==> config.mk <==
export PLATFORM = sky130hd
export DESIGN_NAME = lcc_cmd_ctrl
export DESIGN_NICKNAME = d
export VERILOG_FILES = /design/src/lcc_pkg.sv /design/src/lcc_cmd_ctrl.sv
export SDC_FILE = /design/constraint.sdc
export NUM_CORES = 2
export LEC_CHECK = 0
export BUFFER_PORTS_ARGS = -buffer_cell sky130_fd_sc_hd__buf_2
export CORE_MARGIN = 2
export CORE_UTILIZATION = 59
export CTS_BUF_LIST = sky130_fd_sc_hd__clkbuf_4 sky130_fd_sc_hd__clkbuf_8
export DETAILED_ROUTE_END_ITERATION = 7
export HOLD_SLACK_MARGIN = 0.06
export PLACE_DENSITY = 0.84
export SETUP_SLACK_MARGIN = 0.2
export SLEW_MARGIN = 20
export SYNTH_ARGS = -nofsm -noshare
export SYNTH_HDL_FRONTEND = slang
export SYNTH_SLANG_ARGS = --single-unit
==> constraint.sdc <==
create_clock -name ref_clk -period 10.17 [get_ports ref_clk]
set_clock_uncertainty 0.2 [all_clocks]
set_input_delay 2.034 -clock ref_clk [delete_from_list [all_inputs] [get_ports ref_clk]]
set_output_delay 2.034 -clock ref_clk [all_outputs]
set_load 0.03 [all_outputs]
==> src/lcc_pkg.sv <==
// constants, command codes and carrier types for the lan controller command block
// assumes one board clock; shared by the design and the bench
package lcc_pkg;
  localparam int unsigned FIFO_AW = 8;
  localparam int unsigned FIFO_DEPTH = 256;
  localparam int unsigned FCS_BYTES = 4;
  localparam logic [2:0] FCS_LAST_IDX = 3'h3;
  localparam logic [2:0] FCS_FIRST_IDX = 3'h0;
  localparam logic [7:0] FCS_FILL = 8'h00;

  localparam logic [3:0] OFF_CMD = 4'h0;
  localparam logic [3:0] OFF_RX_DATA = 4'h1;
  localparam logic [3:0] OFF_CNT_HI = 4'hc;
  localparam logic [3:0] OFF_CNT_LO = 4'hd;

  localparam logic [7:0] CMD_RESERVED = 8'h00;
  localparam logic [7:0] CMD_MI_LOOP = 8'h01;
  localparam logic [7:0] CMD_INT_LOOP = 8'h02;
  localparam logic [7:0] CMD_CLR_LOOP = 8'h03;
  localparam logic [7:0] CMD_SET_PROMISC = 8'h04;
  localparam logic [7:0] CMD_CLR_PROMISC = 8'h05;
  localparam logic [7:0] CMD_GO_ONLINE = 8'h09;
  localparam logic [7:0] CMD_LOAD_SEND = 8'h29;
  localparam logic [7:0] STS_OK = 8'h00;

  localparam logic [3:0] CNT_HI_RST = 4'h0;
  localparam logic [7:0] CNT_LO_RST = 8'h00;

  typedef struct packed {
    logic wr;
    logic rd;
    logic [3:0] addr;
    logic [7:0] data;
  } lcc_io_t;

  typedef struct packed {
    logic valid;
    logic last;
    logic [7:0] data;
  } lcc_byte_t;

  typedef struct packed {
    logic offline;
    logic mi_loop;
    logic int_loop;
    logic promisc;
    logic led;
  } lcc_mode_t;

  typedef enum logic [1:0] {ST_IDLE, ST_NET, ST_LOOP, ST_FCS} lcc_rx_st_t;
endpackage : lcc_pkg

==> src/lcc_cmd_ctrl.sv <==
// command decode, byte count registers, receive path selection and receive memory
// assumes host i/o strobes and frame streams synchronous to ref_clk
// Contract
// high count write keeps bits 3..0 as count upper nibble, ignores 7..4
// host loads count with transmit block size before transmit dma
// host loads count with receive block size before receive dma
// host never writes reserved command code 00h
// command written at base offset is decoded and executed
// 01h: module loopback, offline, status 00h
// in loopback, 29h loops transmit frame into receive memory and data register
// looped frame clears block-available-n, sets data-full, enabled interrupts raised
// module loopback skips crc; returned frame carries meaningless fcs
// 02h: internal loopback, offline, led on, status 00h
// internal loopback frames pass address filter before being queued
// frames already queued come out before loopback frames
// loopback frame without whole room in receive fifo is discarded
// 03h: leave loopback, led off, stay offline, status 00h
// 04h: accept all valid frames, runts rejected, status 00h
// promiscuous mode also receives own transmissions
// 05h: only physical, multicast or broadcast matches accepted
// leaving promiscuous reports status 00h
// after clearing loopback only go-online 09h restores network access
// reset selects normal filtering, not promiscuous
`timescale 1ns/1ps
`default_nettype none
module lcc_cmd_ctrl (
  input wire logic ref_clk,
  input wire logic sys_rst,
  input wire lcc_pkg::lcc_io_t io,
  input wire lcc_pkg::lcc_byte_t tx,
  input wire logic [11:0] tx_len,
  input wire lcc_pkg::lcc_byte_t net,
  input wire logic net_runt,
  input wire logic net_own,
  input wire logic flt_match,
  input wire logic rba_irq_en,
  input wire logic rdf_irq_en,
  output logic tx_ready,
  output lcc_pkg::lcc_mode_t mode,
  output logic [11:0] host_count,
  output logic status_valid,
  output logic [7:0] status_code,
  output logic [7:0] rx_data,
  output logic rx_data_full,
  output logic rx_block_avail_n,
  output logic irq_rba,
  output logic irq_rdf
);
  import lcc_pkg::*;

  logic [8:0] mem [FIFO_DEPTH];
  logic [FIFO_AW:0] wr_ptr, wr_tmp, rd_ptr, used;
  logic [12:0] free, need;
  lcc_rx_st_t st;
  logic keep, loop_pass, loop_pend, rd_last;
  logic [2:0] fcs_idx;
  logic [FIFO_AW:0] frames, next_frames;
  logic cmd_wr, send_req, host_rd, full, net_take, loop_take, fcs_take;
  logic byte_take, keep_now, wr_fire, wr_last, frame_end, accept;
  logic [7:0] wr_data;
  logic avail, rd_take, next_full;

  assign cmd_wr = io.wr && io.addr == OFF_CMD;
  assign host_rd = io.rd && io.addr == OFF_RX_DATA && rx_data_full;

  // count upper nibble
  always_ff @(posedge ref_clk or posedge sys_rst) begin
    if (sys_rst) begin
      host_count <= {CNT_HI_RST, CNT_LO_RST};
    end else if (io.wr && io.addr == OFF_CNT_HI) begin
      host_count[11:8] <= io.data[3:0];
    end else if (io.wr && io.addr == OFF_CNT_LO) begin
      host_count[7:0] <= io.data;
    end
  end

  // command decode
  always_ff @(posedge ref_clk or posedge sys_rst) begin
    if (sys_rst) begin
      // normal filtering at reset
      mode <= '{offline: 1'b1, mi_loop: 1'b0, int_loop: 1'b0, promisc: 1'b0, led: 1'b0};
    end else if (cmd_wr) begin
      unique case (io.data)
        // module loopback
        CMD_MI_LOOP: begin
          mode.mi_loop <= 1'b1;
          mode.int_loop <= 1'b0;
          mode.offline <= 1'b1;
        end
        // internal loopback
        CMD_INT_LOOP: begin
          mode.int_loop <= 1'b1;
          mode.mi_loop <= 1'b0;
          mode.offline <= 1'b1;
          mode.led <= 1'b1;
        end
        // clear loopback
        CMD_CLR_LOOP: begin
          mode.mi_loop <= 1'b0;
          mode.int_loop <= 1'b0;
          mode.led <= 1'b0;
        end
        // promiscuous on
        CMD_SET_PROMISC: mode.promisc <= 1'b1;
        // promiscuous off
        CMD_CLR_PROMISC: mode.promisc <= 1'b0;
        // only go-online reconnects
        CMD_GO_ONLINE: mode.offline <= 1'b0;
        default: ;
      endcase
    end
  end

  // success status for handled mode commands
  always_ff @(posedge ref_clk or posedge sys_rst) begin
    if (sys_rst) begin
      status_valid <= 1'b0;
      status_code <= STS_OK;
    end else begin
      status_valid <= cmd_wr && io.data != CMD_RESERVED && io.data != CMD_LOAD_SEND
                      && io.data <= CMD_GO_ONLINE && (io.data <= CMD_CLR_PROMISC || io.data == CMD_GO_ONLINE);
      status_code <= STS_OK;
    end
  end

  // send in loopback queues a looped frame
  assign send_req = cmd_wr && io.data == CMD_LOAD_SEND && (mode.mi_loop || mode.int_loop);

  // receive write side
  assign used = wr_tmp - rd_ptr;
  assign full = used[FIFO_AW];
  assign free = 13'(FIFO_DEPTH) - 13'(used);
  assign need = 13'(tx_len) + 13'(FCS_BYTES);
  assign net_take = net.valid && (st == ST_NET || (st == ST_IDLE && !loop_pend && !mode.offline));
  assign loop_take = st == ST_LOOP && tx.valid && tx_ready;
  assign fcs_take = st == ST_FCS;
  assign byte_take = net_take || loop_take || fcs_take;
  assign keep_now = (st == ST_IDLE) ? 1'b1 : keep;
  assign wr_fire = byte_take && keep_now && !full;
  // fcs bytes appended without crc generation
  assign wr_data = fcs_take ? FCS_FILL : (loop_take ? tx.data : net.data);
  assign wr_last = fcs_take ? fcs_idx == FCS_LAST_IDX : (net_take && net.last);
  assign frame_end = (net_take && net.last) || (fcs_take && fcs_idx == FCS_LAST_IDX);
  // runts never accepted
  // own frames only in promiscuous
  // internal loopback filtered, module loopback not
  assign accept = keep_now && !(byte_take && full) && (fcs_take ? loop_pass
                  : (!net_runt && (mode.promisc || (flt_match && !net_own))));

  always_ff @(posedge ref_clk) begin
    if (wr_fire) begin
      mem[wr_tmp[FIFO_AW-1:0]] <= {wr_last, wr_data};
    end
  end

  always_ff @(posedge ref_clk or posedge sys_rst) begin
    if (sys_rst) begin
      loop_pend <= 1'b0;
    end else if (send_req) begin
      loop_pend <= 1'b1;
    end else if (st == ST_IDLE) begin
      loop_pend <= 1'b0;
    end
  end

  // one shared fifo, a loop frame waits for the current network frame
  always_ff @(posedge ref_clk or posedge sys_rst) begin
    if (sys_rst) begin
      st <= ST_IDLE;
      keep <= 1'b0;
      tx_ready <= 1'b0;
      fcs_idx <= FCS_FIRST_IDX;
      loop_pass <= 1'b0;
    end else begin
      unique case (st)
        ST_IDLE: begin
          if (loop_pend) begin
            st <= ST_LOOP;
            tx_ready <= 1'b1;
            // drop a loop frame that cannot fit whole
            keep <= free >= need;
          end else if (net_take && !net.last) begin
            st <= ST_NET;
            keep <= !full;
          end
        end
        ST_NET: begin
          if (net.valid && full) begin
            keep <= 1'b0;
          end
          if (net.valid && net.last) begin
            st <= ST_IDLE;
          end
        end
        ST_LOOP: begin
          if (loop_take && full) begin
            keep <= 1'b0;
          end
          if (loop_take && tx.last) begin
            st <= ST_FCS;
            tx_ready <= 1'b0;
            fcs_idx <= FCS_FIRST_IDX;
            loop_pass <= mode.mi_loop || flt_match || mode.promisc;
          end
        end
        ST_FCS: begin
          if (full) begin
            keep <= 1'b0;
          end
          fcs_idx <= fcs_idx + 3'h1;
          if (fcs_idx == FCS_LAST_IDX) begin
            st <= ST_IDLE;
          end
        end
      endcase
    end
  end

  // commit a kept frame, roll back a rejected one
  always_ff @(posedge ref_clk or posedge sys_rst) begin
    if (sys_rst) begin
      wr_ptr <= '0;
      wr_tmp <= '0;
    end else if (frame_end) begin
      if (accept) begin
        wr_ptr <= wr_tmp + 9'h1;
        wr_tmp <= wr_tmp + 9'h1;
      end else begin
        wr_tmp <= wr_ptr;
      end
    end else if (wr_fire) begin
      wr_tmp <= wr_tmp + 9'h1;
    end
  end

  // receive data register
  assign avail = rd_ptr != wr_ptr;
  assign rd_take = avail && (!rx_data_full || host_rd);
  assign next_full = rd_take || (rx_data_full && !host_rd);
  assign next_frames = frames + {8'h00, frame_end && accept} - {8'h00, host_rd && rd_last};

  always_ff @(posedge ref_clk or posedge sys_rst) begin
    if (sys_rst) begin
      rd_ptr <= '0;
      rx_data <= 8'h00;
      rd_last <= 1'b0;
      rx_data_full <= 1'b0;
    end else begin
      // data-full set wins over host read
      rx_data_full <= next_full;
      if (rd_take) begin
        rx_data <= mem[rd_ptr[FIFO_AW-1:0]][7:0];
        rd_last <= mem[rd_ptr[FIFO_AW-1:0]][8];
        rd_ptr <= rd_ptr + 9'h1;
      end
    end
  end

  // block available and interrupts
  always_ff @(posedge ref_clk or posedge sys_rst) begin
    if (sys_rst) begin
      frames <= '0;
      rx_block_avail_n <= 1'b1;
      irq_rba <= 1'b0;
      irq_rdf <= 1'b0;
    end else begin
      frames <= next_frames;
      rx_block_avail_n <= next_frames == '0;
      irq_rba <= rba_irq_en && next_frames != '0;
      irq_rdf <= rdf_irq_en && next_full;
    end
  end

  // assertions
  AST_CNT_HI: assert property (@(posedge ref_clk) disable iff (sys_rst)
    io.wr && io.addr == OFF_CNT_HI |=> host_count[11:8] == $past(io.data[3:0]))
    else $error("count upper nibble not taken");
  AST_MI_LOOP: assert property (@(posedge ref_clk) disable iff (sys_rst)
    cmd_wr && io.data == CMD_MI_LOOP |=> mode.mi_loop && mode.offline && status_valid && status_code == STS_OK)
    else $error("module loopback command mishandled");
  AST_INT_LOOP: assert property (@(posedge ref_clk) disable iff (sys_rst)
    cmd_wr && io.data == CMD_INT_LOOP |=> mode.int_loop && mode.led && mode.offline && !mode.mi_loop)
    else $error("internal loopback command mishandled");
  AST_CLR_LOOP: assert property (@(posedge ref_clk) disable iff (sys_rst)
    cmd_wr && io.data == CMD_CLR_LOOP |=> !mode.mi_loop && !mode.int_loop && !mode.led
      && mode.offline == $past(mode.offline))
    else $error("clear loopback mishandled");
  AST_PROMISC: assert property (@(posedge ref_clk) disable iff (sys_rst)
    cmd_wr && io.data == CMD_SET_PROMISC |=> mode.promisc && status_valid)
    else $error("promiscuous set mishandled");
  AST_NORMAL: assert property (@(posedge ref_clk) disable iff (sys_rst)
    cmd_wr && io.data == CMD_CLR_PROMISC |=> !mode.promisc && status_valid && status_code == STS_OK)
    else $error("promiscuous clear mishandled");
  AST_RUNT: assert property (@(posedge ref_clk) disable iff (sys_rst)
    net_take && net.last && net_runt |=> wr_ptr == $past(wr_ptr))
    else $error("runt frame committed");
  AST_NO_ROOM: assert property (@(posedge ref_clk) disable iff (sys_rst)
    st == ST_IDLE && loop_pend && free < need |=> !keep)
    else $error("oversize loop frame kept");
  AST_RBA: assert property (@(posedge ref_clk) disable iff (sys_rst)
    frame_end && accept |=> !rx_block_avail_n ##[1:2] rx_data_full)
    else $error("accepted frame not flagged");
  AST_OFFLINE: assert property (@(posedge ref_clk) disable iff (sys_rst)
    mode.offline && !(cmd_wr && io.data == CMD_GO_ONLINE) |=> mode.offline)
    else $error("went online without go-online");
  AST_RESET_MODE: assert property (@(posedge ref_clk)
    $fell(sys_rst) |-> !mode.promisc && mode.offline)
    else $error("reset mode wrong");

  COV_LOOP_FRAME: cover property (@(posedge ref_clk) disable iff (sys_rst)
    st == ST_FCS && frame_end && accept);
  COV_LOOP_DROP: cover property (@(posedge ref_clk) disable iff (sys_rst)
    st == ST_IDLE && loop_pend && free < need);
  COV_NET_FRAME: cover property (@(posedge ref_clk) disable iff (sys_rst)
    net_take && net.last && accept);
endmodule : lcc_cmd_ctrl
`default_nettype wire

==> reports/metrics.csv <==
stage,metric,value,unit
outcome,status,"complete, but fails checks",
outcome,violations,DRC,
timing,worst_slew_pin_slew,1.33,ns
grt,grt_pass1_vias,50900,
floorplanning,placementRows,146,
power_and_ir_drop,powerDensity,258,mW/mm^2
finish,fillers,9364,
job,drv_cap,0,
power_and_ir_drop,peakVddDrop,0.220,mV
logic_synthesis,synth_warnings,0,
clocking,cts_resized,0,
setup_path,critPathLaunchType,register,
power_and_ir_drop,clockPowerShare,28.7,%
power_and_ir_drop,leakage,0.0333,uW
setup_path,critPathRequiredTime,10.92,ns
power_and_ir_drop,p_sw,8440,uW
floorplanning,die_x,403,um
timing,grt_setup_unrepaired,no,
logic_synthesis,ys_ff_latch,2380,
setup_path,arrival,7.60,ns
logic_synthesis,yosysSeqAreaShare,75.6,%
clocking,clockRootBuffer,clkbuf_8,
placed_design,dp_slack,3.26,ns
clocking,cts_setup_buffers,0,
logic_synthesis,syn_area_per_cell,19.8,um^2
grt,grt_max_degree,257,
power_and_ir_drop,netSwitchingFraction,31.6,%
clocking,cts_tree,built,
power_and_ir_drop,p_int,18300,uW
logic_synthesis,ys_dominant_reg_cell,edfxtp_1,
power_and_ir_drop,p_seq_share,43.7,%
power_and_ir_drop,comb_power_share,27.7,%
floorplanning,ioPinCount,92,
timing,setup_slack,3.32,ns
clocking,clkLatencyLatePin,1.12,ns
placed_design,port_buffers,83,
logic_synthesis,synthesis.area,0.0941,mm^2
grt,grt-ovfl-total,0,
logic_synthesis,synthCells,4750,
logic_synthesis,synth-edff-count,2304,
timing,max_freq,146,MHz
logic_synthesis,synth_cell_types,80,
route,drt_iter0_markers,8680,
finish,final_core_util,65.5,%
setup_path,cp-end-kind,register,
finish,nets,5141,
clocking,cts_buffers,366,
finish,areaGrowthSynthToFinish,10.2,%
grt,antenna_found_initial,12,
setup_path,path_class,register to register,
floorplanning,core_area,0.158,mm^2
route,drc_errors,1,
placed_design,dp.cells,6745,
floorplanning,die_h,403,um
setup_path,path_max_fanout,22,
route,detail-route-antenna-nets,0,
timing,period_needed,6.85,ns
min_path,worstHoldPathType,register to register,
timing,relSlewSlack,11.2,%
floorplanning,die-area,0.163,mm^2
clocking,cts.clk_slew.worst_paths,0.06,ns
placed_design,gp_congestion,0.939,
timing,setup_viol,0,
clocking,cts.path.max_buffers,4,
timing,tns,0,ns
route,post_drt_wl_per_cell,33.2,um
clocking,cts.sinks,2380,
grt,grt_pass1_wl,351,mm
timing,finalMaxSlewViolations,0,
placed_design,dp_hpwl,143,mm
route,drt-total-wl,246,mm
clocking,htree_num_levels,5,
grt,track_usage,30.2,%
finish,layout.cells.non_filler,7392,
route,viasPerCell,6.99,
logic_synthesis,async_reset_ff_share,3.19,%
timing,final-hold-violation-count,0,
floorplanning,initial_utilization,59.4,%
timing,timing.final.crit_share,67.4,%
finish,drive_above_1_share,25.2,%
route,vias,51600,
clocking,cts_hold_buf,0,
route,dr.pass1.iters,8,
timing,timing.hold.ws,0.290,ns
## per-layer routing
| metal | track usage [%] | part of all wire, % |
|---|---|---|
| met1 | 39.4 | 32 |
| met2 | 44.5 | 45 |
| met3 | 11.0 | 16 |
| met4 | 16.8 | 6.3 |
| met5 | 0 | 0.061 |
## kinds of logic after synthesis
family,share of synthesized area (%)
other cells,0.00399
simple gates,3.40
mux,14.3
flops,75.6
buf+inv,1.82
fa+ha+maj,0.561
compound gates,3.93
xor+xnor,0.465
## critical path: stages, from the launching register on
cell and delay (ns):
dfrtp_4 0.68, clkinv_2 0.48, ha_1 0.48, nand2b_1 0.08
a21boi_0 0.09, o21ai_0 0.33, a31o_2 0.31, mux2i_1 0.55
nand2_1 0.22, nor2_2 0.55, inv_1 0.16, ha_1 0.34
inv_1 0.06, ha_1 0.16, inv_1 0.07, fa_1 0.44
nor2b_1 0.12, o21ai_0 0.08, nand2b_1 0.15, a21o_1 0.13
a21oi_1 0.07, xnor2_1 0.14, or4_1 0.56, o31a_1 0.26
## sequential cells by signal, indices dropped and copies added (netlist names), 2 cells and up
| signal | flops |
|---|---|
| st | 2 |
| wr_tmp | 9 |
| host_count | 12 |
| wr_ptr | 9 |
| frames | 9 |
| rd_ptr | 9 |
| mode | 5 |
| fcs_idx | 3 |
| mem | 2304 |
| rx_data | 8 |
## area by class of cell
type                            count  area (um^2)  share of cell area, %
Tap cell                         2072         2590                   2.50
Clock inverter                    132          776                  0.748
Inverter                           34          138                  0.133
Antenna cell                        6         15.0                 0.0145
Sequential cell                  2380        71100                   68.6
Multi-Input combinational cell   2066        21500                   20.7
Timing Repair Buffer              199         1460                   1.41
Clock buffer                      503         6140                   5.92
## power groups by stage
stage	Combinational [uW]	Clock, uW	Sequential, uW
after floorplan	4890	0	11900
after global placement	6960	0	11900
after detailed placement	7140	0	11900
after CTS	7180	7670	11700
after global routing	7630	8070	11700
final	7390	7660	11700
## worst paths after layout
| path | startpoint | end | slack [ns] | depth (start not counted) |
|---|---|---|---|---|
| max in group asynchronous | sys_rst | rd_ptr[1] | 8.13 | 3 |
| worst min-delay path | mode[0] | mode[0] | 0.29 | 2 |
| worst max-delay path | rd_ptr[2] | irq_rba | 3.32 | 23 |
| worst min register to register | mode[0] | mode[0] | 0.29 | 2 |
| min in group asynchronous | sys_rst | frames[7] | 0.95 | 3 |
| worst max register to register | rd_ptr[2] | irq_rba | 3.32 | 23 |
## Yosys cell counts, drive strengths merged, types with 14 or more instances
cell | n | area [um^2]
nor2b | 28 | 175
o21ai | 64 | 320
a21oi | 96 | 484
a221oi | 57 | 499
inv | 32 | 120
mux2 | 35 | 394
nand3 | 53 | 265
clkbuf | 120 | 450
mux4 | 504 | 11400
nor3 | 38 | 190
o22ai | 45 | 282
buf | 157 | 1130
nand4 | 14 | 87.6
nor2 | 367 | 1380
a31oi | 15 | 93.8
dfrtp | 74 | 1850
a22oi | 88 | 661
edfxtp | 2304 | 69200
o221ai | 18 | 158
mux2i | 167 | 1670
xor2 | 16 | 140
xnor2 | 34 | 298
ha | 39 | 488
a211oi | 28 | 210
nand2 | 163 | 614
a22o | 27 | 236
## cell usage in the layout, fill, tap and decap left out, drive strengths merged, types with 10 or more instances in the layout
cell | netlist | routed
nor3 | 38 | 38
a22o | 27 | 27
o211ai | 10 | 10
xor2 | 16 | 16
o22ai | 45 | 45
mux2 | 35 | 35
mux2i | 167 | 167
mux4 | 504 | 504
buf | 157 | 198
clkinv | 2 | 119
nand3 | 53 | 53
nand4 | 14 | 14
o21ai | 64 | 64
nand2b | 10 | 10
ha | 39 | 39
and3 | 12 | 12
a221oi | 57 | 57
a22oi | 88 | 88
a21oi | 96 | 96
clkbuf | 120 | 504
nor2 | 367 | 367
inv | 32 | 32
nand2 | 163 | 163
a211oi | 28 | 28
dfrtp | 74 | 74
edfxtp | 2304 | 2304
o221ai | 18 | 18
nor4 | 10 | 10
xnor2 | 34 | 34
nor2b | 28 | 28
a32oi | 10 | 10
a31oi | 15 | 15
## stage by stage
step | total power, uW | cell area [um^2]
after floorplan | 16800 | 94100
after global placement | 18800 | 96600
after detailed placement | 19000 | 96600
after CTS | 26500 | 104000
after global routing | 27400 | 104000
final | 26700 | 104000
No activity file was read; power rests on OpenSTA's default activity.
